[src/rtl/rcfd_pkg.sv]
// Purpose: constants for the reference clock fractional divider
// Assumes: 16-bit register data, register index addressing
// Notes: offsets are register indices on the plain register port
package rcfd_pkg;

	// register port shape
	localparam int ADDR_W = 2;
	localparam int DATA_W = 16;

	// register indices
	localparam logic [1:0] OFS_CTRL = 2'h0;
	localparam logic [1:0] OFS_DIVISOR_HIGH = 2'h1;
	localparam logic [1:0] OFS_FRACTION_TRIM = 2'h2;

	// control / status register fields
	localparam int CTRL_SWITCH_BIT = 0;
	localparam int CTRL_BYPASS_BIT = 1;
	localparam int CTRL_LEVEL_BIT = 2;

	// divisor register field
	localparam int DIV_W = 15;
	localparam int DIV_LSB = 0;
	localparam int DIV_MSB = 14;

	// trim register field
	localparam int FRAC_W = 9;
	localparam int FRAC_LSB = 7;
	localparam int FRAC_MSB = 15;

	// half period count width: divisor plus one carry cycle
	localparam int CNT_W = 16;

	// reset values
	localparam logic [DIV_W-1:0] DIV_RESET = 15'h0000;
	localparam logic [FRAC_W-1:0] FRAC_RESET = 9'h000;
	localparam logic [CNT_W-1:0] CNT_RESET = 16'h0000;
	localparam logic [DATA_W-1:0] RDATA_RESET = 16'h0000;

	// divider modes
	typedef enum logic [0:0]
	{
		RCFD_BYPASS = 1'b0,
		RCFD_DIVIDE = 1'b1
	} rcfd_mode_e;

endpackage

[src/rtl/rcfd_frac_acc.sv]
// Purpose: fraction accumulator for the half period trim
// Assumes: step pulses once per finished half period
// Notes: carry out lengthens the running half period by one cycle
`timescale 1ns/100ps

module rcfd_frac_acc
(
	// clock and reset
	input wire logic clk,
	input wire logic rst,
	// control
	input wire logic clear,
	input wire logic step,
	input wire logic [rcfd_pkg::FRAC_W-1:0] fraction,
	// result
	output logic extend
);

	logic [rcfd_pkg::FRAC_W-1:0] acc_q;
	logic [rcfd_pkg::FRAC_W-1:0] acc_d;
	logic [rcfd_pkg::FRAC_W:0] sum;

	// modulo 512 sum, carry is the extra cycle
	assign sum = {1'b0, acc_q} + {1'b0, fraction};
	assign extend = sum[rcfd_pkg::FRAC_W];
	assign acc_d = clear ? rcfd_pkg::FRAC_RESET : (step ? sum[rcfd_pkg::FRAC_W-1:0] : acc_q);

	always_ff @(posedge clk)
	begin
		if (rst)
			acc_q <= rcfd_pkg::FRAC_RESET;
		else
			acc_q <= acc_d;
	end

endmodule

[src/rtl/rcfd_divider.sv]
// Purpose: reference clock output divider with fractional half period
// Assumes: clk is the selected base clock; register port is synchronous
// Notes: divisor zero passes clk through combinationally
// Function
// - 15-bit integer divisor held in bits 14..0 of divisor register
// - nonzero divisor N divides base clock by 2N, up to 65,534
// - divisor one divides by 2, divisor two divides by 4
// - divisor zero passes base clock through, trim ignored
// - 9-bit trim held in bits 15..7 of trim register, 1/512 units
// - trim k adds k/512 base cycle to each half period
// - unimplemented register bits read back as zero
// - software waits idle, writes values, sets request; hardware clears when applied
// - with nonzero divisor, output period is twice the sum of divisor and trim, in base cycles
//
// Decided for this implementation: the address-and-strobe port and the register offsets.
`timescale 1ns/100ps

module rcfd_divider
(
	// clock and reset
	input wire logic clk,
	input wire logic rst,
	// register port
	input wire logic [rcfd_pkg::ADDR_W-1:0] reg_addr,
	input wire logic [rcfd_pkg::DATA_W-1:0] reg_wdata,
	input wire logic reg_wr,
	input wire logic reg_rd,
	output logic [rcfd_pkg::DATA_W-1:0] reg_rdata,
	// clock output and switch request status
	output logic divided_clock_output,
	output logic divider_switch_request
);

	// software copies
	logic [rcfd_pkg::DIV_W-1:0] half_period_divisor_q;
	logic [rcfd_pkg::DIV_W-1:0] half_period_divisor_d;
	logic [rcfd_pkg::FRAC_W-1:0] half_period_fraction_q;
	logic [rcfd_pkg::FRAC_W-1:0] half_period_fraction_d;
	logic switch_q;
	logic switch_d;

	// running copies
	logic [rcfd_pkg::DIV_W-1:0] run_div_q;
	logic [rcfd_pkg::DIV_W-1:0] run_div_d;
	logic [rcfd_pkg::FRAC_W-1:0] run_frac_q;
	logic [rcfd_pkg::FRAC_W-1:0] run_frac_d;
	rcfd_pkg::rcfd_mode_e mode_q;
	rcfd_pkg::rcfd_mode_e mode_d;

	// half period counter and output level
	logic [rcfd_pkg::CNT_W-1:0] cnt_q;
	logic [rcfd_pkg::CNT_W-1:0] cnt_d;
	logic level_q;
	logic level_d;

	// read data
	logic [rcfd_pkg::DATA_W-1:0] rdata_q;
	logic [rcfd_pkg::DATA_W-1:0] rdata_d;

	// decode
	logic wr_ctrl;
	logic wr_div;
	logic wr_frac;
	logic extend;
	logic [rcfd_pkg::CNT_W-1:0] half_len;
	logic half_end;
	logic apply;
	logic bypass;
	logic [rcfd_pkg::DATA_W-1:0] rd_ctrl;
	logic [rcfd_pkg::DATA_W-1:0] rd_div;
	logic [rcfd_pkg::DATA_W-1:0] rd_frac;
	logic [rcfd_pkg::DATA_W-1:0] rd_sel;

	// decoded names of the next values
	logic rd_is_ctrl;
	logic rd_is_div;
	logic rd_is_frac;
	logic wr_switch;
	logic restart;
	logic div_is_zero;
	rcfd_pkg::rcfd_mode_e next_mode;
	logic [rcfd_pkg::CNT_W-1:0] base_len;
	logic [rcfd_pkg::CNT_W-1:0] carry_len;
	logic [rcfd_pkg::CNT_W-1:0] half_last;
	logic [rcfd_pkg::CNT_W-1:0] cnt_next;
	logic level_flip;

	// strobe aimed at one register index
	function automatic logic hit
	(
		input logic strobe,
		input logic [rcfd_pkg::ADDR_W-1:0] a,
		input logic [rcfd_pkg::ADDR_W-1:0] ofs
	);
	begin
		hit = strobe && (a == ofs);
	end
	endfunction

	// write decode
	assign wr_ctrl = hit(reg_wr, reg_addr, rcfd_pkg::OFS_CTRL);
	assign wr_div = hit(reg_wr, reg_addr, rcfd_pkg::OFS_DIVISOR_HIGH);
	assign wr_frac = hit(reg_wr, reg_addr, rcfd_pkg::OFS_FRACTION_TRIM);

	// software copies take the write, no effect on running output yet
	assign half_period_divisor_d = wr_div ? reg_wdata[rcfd_pkg::DIV_MSB:rcfd_pkg::DIV_LSB]
		: half_period_divisor_q;
	assign half_period_fraction_d = wr_frac ? reg_wdata[rcfd_pkg::FRAC_MSB:rcfd_pkg::FRAC_LSB]
		: half_period_fraction_q;

	// fraction accumulator, cleared whenever new values take over
	rcfd_frac_acc u_frac_acc
	(
		.clk(clk),
		.rst(rst),
		.clear(apply),
		.step(half_end),
		.fraction(run_frac_q),
		.extend(extend)
	);

	// half period: divisor cycles plus carried cycle
	assign bypass = (mode_q == rcfd_pkg::RCFD_BYPASS);
	assign base_len = {1'b0, run_div_q};
	assign carry_len = {{(rcfd_pkg::CNT_W-1){1'b0}}, extend};
	assign half_len = base_len + carry_len;
	assign half_last = half_len - 16'h0001;
	assign half_end = !bypass && (cnt_q == half_last);

	// new values taken at a half period boundary, or at once in pass-through
	assign restart = bypass || half_end;
	assign apply = switch_q && restart;
	assign wr_switch = wr_ctrl && reg_wdata[rcfd_pkg::CTRL_SWITCH_BIT];
	assign switch_d = wr_switch || (switch_q && !apply);

	// staged values move to the running copies on apply
	assign run_div_d = apply ? half_period_divisor_q : run_div_q;
	assign run_frac_d = apply ? half_period_fraction_q : run_frac_q;

	// mode follows the staged divisor, zero means pass-through
	assign div_is_zero = (half_period_divisor_q == rcfd_pkg::DIV_RESET);
	assign next_mode = div_is_zero ? rcfd_pkg::RCFD_BYPASS : rcfd_pkg::RCFD_DIVIDE;
	assign mode_d = apply ? next_mode : mode_q;

	// counter restarts each half period, level toggles at each end
	assign cnt_next = cnt_q + 16'h0001;
	assign cnt_d = restart ? rcfd_pkg::CNT_RESET : cnt_next;
	assign level_flip = half_end ? !level_q : level_q;
	assign level_d = bypass ? 1'b0 : level_flip;

	// pass-through of base clock when divisor is zero, trim unused
	assign divided_clock_output = bypass ? clk : level_q;
	assign divider_switch_request = switch_q;

	// read mux, unimplemented bits forced to zero
	assign rd_ctrl = {{(rcfd_pkg::DATA_W-3){1'b0}}, level_q, bypass, switch_q};
	assign rd_div = {1'b0, half_period_divisor_q};
	assign rd_frac = {half_period_fraction_q, 7'h00};
	assign rd_is_ctrl = hit(reg_rd, reg_addr, rcfd_pkg::OFS_CTRL);
	assign rd_is_div = hit(reg_rd, reg_addr, rcfd_pkg::OFS_DIVISOR_HIGH);
	assign rd_is_frac = hit(reg_rd, reg_addr, rcfd_pkg::OFS_FRACTION_TRIM);
	assign rd_sel = rd_is_ctrl ? rd_ctrl
		: rd_is_div ? rd_div
		: rd_is_frac ? rd_frac
		: rcfd_pkg::RDATA_RESET;
	assign rdata_d = rd_sel;
	assign reg_rdata = rdata_q;

	// staged divisor
	always_ff @(posedge clk)
	begin
		if (rst)
		begin
			half_period_divisor_q <= rcfd_pkg::DIV_RESET;
		end
		else
		begin
			half_period_divisor_q <= half_period_divisor_d;
		end
	end

	// staged trim
	always_ff @(posedge clk)
	begin
		if (rst)
		begin
			half_period_fraction_q <= rcfd_pkg::FRAC_RESET;
		end
		else
		begin
			half_period_fraction_q <= half_period_fraction_d;
		end
	end

	// switch request, set by software, cleared on apply
	always_ff @(posedge clk)
	begin
		if (rst)
		begin
			switch_q <= 1'b0;
		end
		else
		begin
			switch_q <= switch_d;
		end
	end

	// read data, one cycle after the strobe
	always_ff @(posedge clk)
	begin
		if (rst)
		begin
			rdata_q <= rcfd_pkg::RDATA_RESET;
		end
		else
		begin
			rdata_q <= rdata_d;
		end
	end

	// running divisor
	always_ff @(posedge clk)
	begin
		if (rst)
		begin
			run_div_q <= rcfd_pkg::DIV_RESET;
		end
		else
		begin
			run_div_q <= run_div_d;
		end
	end

	// running trim
	always_ff @(posedge clk)
	begin
		if (rst)
		begin
			run_frac_q <= rcfd_pkg::FRAC_RESET;
		end
		else
		begin
			run_frac_q <= run_frac_d;
		end
	end

	// pass-through or divide
	always_ff @(posedge clk)
	begin
		if (rst)
		begin
			mode_q <= rcfd_pkg::RCFD_BYPASS;
		end
		else
		begin
			mode_q <= mode_d;
		end
	end

	// half period counter
	always_ff @(posedge clk)
	begin
		if (rst)
		begin
			cnt_q <= rcfd_pkg::CNT_RESET;
		end
		else
		begin
			cnt_q <= cnt_d;
		end
	end

	// divided output level
	always_ff @(posedge clk)
	begin
		if (rst)
		begin
			level_q <= 1'b0;
		end
		else
		begin
			level_q <= level_d;
		end
	end

endmodule

[config.mk]
export PLATFORM = sky130hd
export DESIGN_NAME = rcfd_divider
export DESIGN_NICKNAME = d
export VERILOG_FILES = /design/src/rtl/rcfd_pkg.sv /design/src/rtl/rcfd_frac_acc.sv /design/src/rtl/rcfd_divider.sv
export SDC_FILE = /design/constraint.sdc
export NUM_CORES = 1
export LEC_CHECK = 0
export CAP_MARGIN = 0
export CORE_MARGIN = 5
export CORE_UTILIZATION = 60
export DETAILED_ROUTE_END_ITERATION = 6
export DONT_BUFFER_PORTS = 1
export PLACE_DENSITY = 0.76
export REMOVE_ABC_BUFFERS = 1
export SLEW_MARGIN = 20
export SYNTH_ARGS = -nofsm -noshare
export SYNTH_HDL_FRONTEND = slang
export SYNTH_SLANG_ARGS = --single-unit
[constraint.sdc]
create_clock -name clk -period 5.7 [get_ports clk]
set_clock_uncertainty 0.15 [all_clocks]
set_input_delay 1.14 -clock clk [delete_from_list [all_inputs] [get_ports clk]]
set_output_delay 1.14 -clock clk [all_outputs]
set_load 0.02 [all_outputs]
[Yosys cells after proc, flatten, opt, wreduce, memory -nomap -nowiden]
Index checks and enable logic that the tools add are counted.
Storage, ports and cells
  word-level logic and storage cells: 47
  bits in registers: 92
  latch bits: 0
  memory bits (read-only): 0
  memories kept: 0
  bits in writable memories: 0
Operators by class
  magnitude comparators: 0
  reduce and logical (&&, ||, !) cells: 21
  divide/modulo/power cells: 0
  equal/unequal tests: 3
  mux-type cells: 5
  bitwise operators: 2
  shifts and indexed selects: 0
  multiply operators: 0
  add/sub/neg operators: 4
Operators with widths (number)
  2-to-1 mux 15 bit: 2
  adder 15 x 1 -> 16 bit: 1
  adder 16 x 1 -> 16 bit, second input constant: 1
  == test 16 bit: 1
  subtractor 16 x 1 -> 16 bit, second input constant: 1
  logical NOT 15 bit: 1
  adder 9 x 9 -> 10 bit: 1
  logical AND 1 bit: 10
  OR reduction 2 bit: 4
  OR reduction 4 bit: 1
  2-to-1 mux 3 bit: 1
  == test 2 x 1 -> 1 bit, second input constant: 1
  == test 2 bit, second input constant: 1
  logical NOT 1 bit: 2
  logical NOT 2 bit: 1
  logical OR 1 bit: 2
  2-to-1 mux 1 bit: 2
  NOT 1 bit: 2

[Longest topological paths before layout]
  depth after elaboration: 10
  mapped depth: 22
  gate-level depth less buffers: 19

[Modules after synthesis]
A second synthesis with hierarchy kept.
Unflattened totals
  cells, all modules: 591
  area total of the unflattened synthesis: 5093.6 um^2
Modules (own cells, without submodules)
  rcfd_divider: cells each 502, instances 1, area an instance 4339.2 um^2
  rcfd_frac_acc: cells each 89, instances 1, area an instance 754.5 um^2

==> impl_metrics.csv <==
group,metric,value,unit
synthesis,synth-xor-area-share,7.98,%
clock_network,insertion_delay,460,ps
route,drc,0,
floorplan,die_area,0.00872,sq mm
synthesis,synth_top_area_share,44.2,%
worst_setup_path,end_kind,"register",
outcome,outcome,"finished clean",
route,ant_nets,0,
synthesis,yosysSeqAreaShare,44.2,%
route,vias,3382,
grt,gr-usage-met3,6.92,%
pwr,peakVddDrop,275,uV
cells_and_area,final_nets,499,
route,drtIter0Drc,258,
synthesis,ys_types,50,
worst_setup_path,cp_cell_sequence,"ha_1, a21o_1, a21oi_1, o21ai_0, o21ai_0, nand2b_1, a21oi_1, o21bai_1, a21oi_1, ha_1, ha_1, nor3b_1, and4_1, a211oi_1, nor3_1, a31oi_1, nor4_4, o211a_1, a22o_1",
timing,finalSetupTns,0,ps
cells_and_area,diodes,0,
clock_network,cts_tree,"built",
synthesis,synth-compound-area-share,16.5,%
synthesis,ys.flop_type,"dfxtp_1",
synthesis,synth_seq_cells,92,
timing,hold_violations,0,
worst_setup_path,crit_fanout,24,
worst_setup_path,critPathKind,"reg2reg",
synthesis,synthMostInstantiatedCell,"dfxtp_1",
timing,min_period,5240,ps
worst_setup_path,critPathTopFamily,"compound AO/OA/AOI/OAI gates",
placed_design,dp.cells,546,
synthesis,syn_inst,473,
worst_setup_path,critical-path-max-stage-delay,710,ps
route,firstDrtPassIters,5,
route,wire_per_inst,17.4,um
cells_and_area,finalNonFillerCells,565,
synthesis,synthMuxAreaShare,1.71,%
cells_and_area,areaGrowthSynthToFinish,7.17,%
worst_setup_path,path_buf_inv,0,
timing,finalMaxSlewViolations,0,
synthesis,async_flop_share,0,%
synthesis,yosys.area_share.simple,22.0,%
grt,track_usage,24.0,%
grt,top_usage_layer,"met2",
pwr,power.leakage,1.66,nW
synthesis,yosys.area.top_type,"dfxtp_1",
grt,met2_usage,35.7,%
clock_network,clk_pin_slew,90,ps
grt,antenna_found_initial,0,
clock_network,cts_resized,0,
timing,fin_crit_sh,91.9,%
route,viasPerCell,5.99,
worst_setup_path,crit_arrival,5490,ps
grt,grt_first_pass_wirelength,16400,um
floorplan,ios,40,
floorplan,start_util,61.4,%
timing,max_freq,191,MHz
synthesis,synth_common_cells,"92 x dfxtp_1, 64 x nand2_1, 39 x nor2_1, 33 x a21oi_1, 24 x a22o_1",
flow_run,max_cap_viol_count,0,
grt,grtUsageMet1,33.2,%
floorplan,die_height,93.4,um
clock_network,cts_hold_buf,0,
timing,worstMarginPinSlew,1070,ps
synthesis,synth_adder_area_share,4.08,%
timing,setup_viol,0,
cells_and_area,drive_gt1_share,5.76,%
floorplan,core,0.00679,sq mm
worst_setup_path,crit_required,5950,ps
route,wl,9820,um
synthesis,synth_area_leaders,"dfxtp_1 44%, nand2_1 5.8%, a22o_1 5.0%, xnor2_1 4.8%, a21oi_1 4.0%",
pwr,p_per_area,283,mW/mm^2
placed_design,io_buffer_count,0,
placed_design,hpwl,6860,um
timing,rsz0062_at_grt,"false",
hold_path,worst_hold_path_type,"reg2reg",
clock_network,postCtsSetupBuffers,0,
synthesis,synth_top_family_by_area,"simple AND/OR/NAND/NOR gates",
floorplan,placementRows,30,
synthesis,ys_warn_count,0,
timing,slew_headroom,28.5,%
grt,overflow,0,
worst_setup_path,cp-start-kind,"register",
worst_setup_path,critPathSlowestCell,"o211a_1",
grt,grt_max_degree,34,
synthesis,synth-edff-count,0,
synthesis,avgSynthCellArea,8.82,sq um
placed_design,place.gp.congestion,0.853,
synthesis,syn_area,0.00417,sq mm
floorplan,dieWidth,93.4,um
grt,grt_pass1_vias,3256,
## where the power goes
group	total (mW)	leakage, nW	switching [mW]	internal (mW)
clock network	0.569	0.135	0.265	0.305
registers	0.659	0.743	0.00950	0.649
logic	0.0382	0.784	0.0261	0.0121
## state kept, by name (all words and copies together), names as in the netlist
name                    flops
level_q                     1
half_period_divisor_q      15
divider_switch_request      1
run_div_q                  15
half_period_fraction_q      9
run_frac_q                  9
u_frac_acc.acc_q            9
mode_q                      1
reg_rdata                  16
cnt_q                      16
## layout by cell type, fill, tap and decap left out, types with 3 or more instances in the layout
cell       n
a22o_1    24
clkbuf_8  12
nand2_1   64
nor3_1    10
mux2i_1    6
nor2_1    39
ha_1      12
inv_1     12
xnor2_1   23
nand2b_1   3
o21ai_0    8
nand3_1   22
nor4_1     5
xor2_1    15
nand4_1    5
o211ai_1   5
o21ai_1    4
a21oi_1   33
and3_1    14
a22oi_1    8
a31oi_1    3
dfxtp_1   92
nor2b_1    6
## area by class of cell
cell class              instances  area, sq um
multi-input cells             344         2180
clock inverters                 7          106
flip-flops and latches         92         1840
clock buffers                  12          165
fillers                       551         2320
well taps                      96          120
inverters                      12         45.0
repair buffers                  2         15.0
## worst reg2reg max path: cells and delay by family, from the launching register on
kind	cells	cell delay, ps
DFF	1	380
adders and majority gates	3	790
AOI/OAI and AO/OA	11	2370
and+or+nand+nor	5	1510
## worst paths after layout
kind	from	endpoint	slack, ps	depth (start not counted)
setup reg to reg	u_frac_acc.acc_q[1]$_SDFFE_PP0P_	run_div_q[6]$_SDFFE_PP0P_	460	19
hold / removal	u_frac_acc.acc_q[0]$_SDFFE_PP0P_	u_frac_acc.acc_q[0]$_SDFFE_PP0P_	330	2
hold reg to reg	u_frac_acc.acc_q[0]$_SDFFE_PP0P_	u_frac_acc.acc_q[0]$_SDFFE_PP0P_	330	2
setup / recovery	u_frac_acc.acc_q[1]$_SDFFE_PP0P_	run_div_q[6]$_SDFFE_PP0P_	460	19
## metal layers
metal,share of wire (%),vias to the layer above
met5,0,-
met4,1.3,0
met3,6.8,10
met2,46,120
met1,45,1601
li1,-,1651
## logic make-up (layout without fill, tap and decap cells)
kind of cell    after synthesis  after routing
simple gates                185            185
compound gates              101            101
flops                        92             92
xor+xnor                     38             38
buf+inv                      37             33
fa+ha+maj                    13             13
mux                           7              7
## through the flow
stage          power, mW  hold WS [ps]  worst slack, ps  utilization, %  instance area (sq um)
6_report            1.27           328              460            65.8                   4470
5_1_grt             1.32           355             69.4            65.8                   4470
4_1_cts             1.28           325              574            65.8                   4470
3_5_place_dp       0.728           312              623            61.8                   4200
3_3_place_gp       0.727           303              753            61.8                   4200
2_1_floorplan      0.715           289             1010               -                   4060
Power figures use the tool's default switching activity.
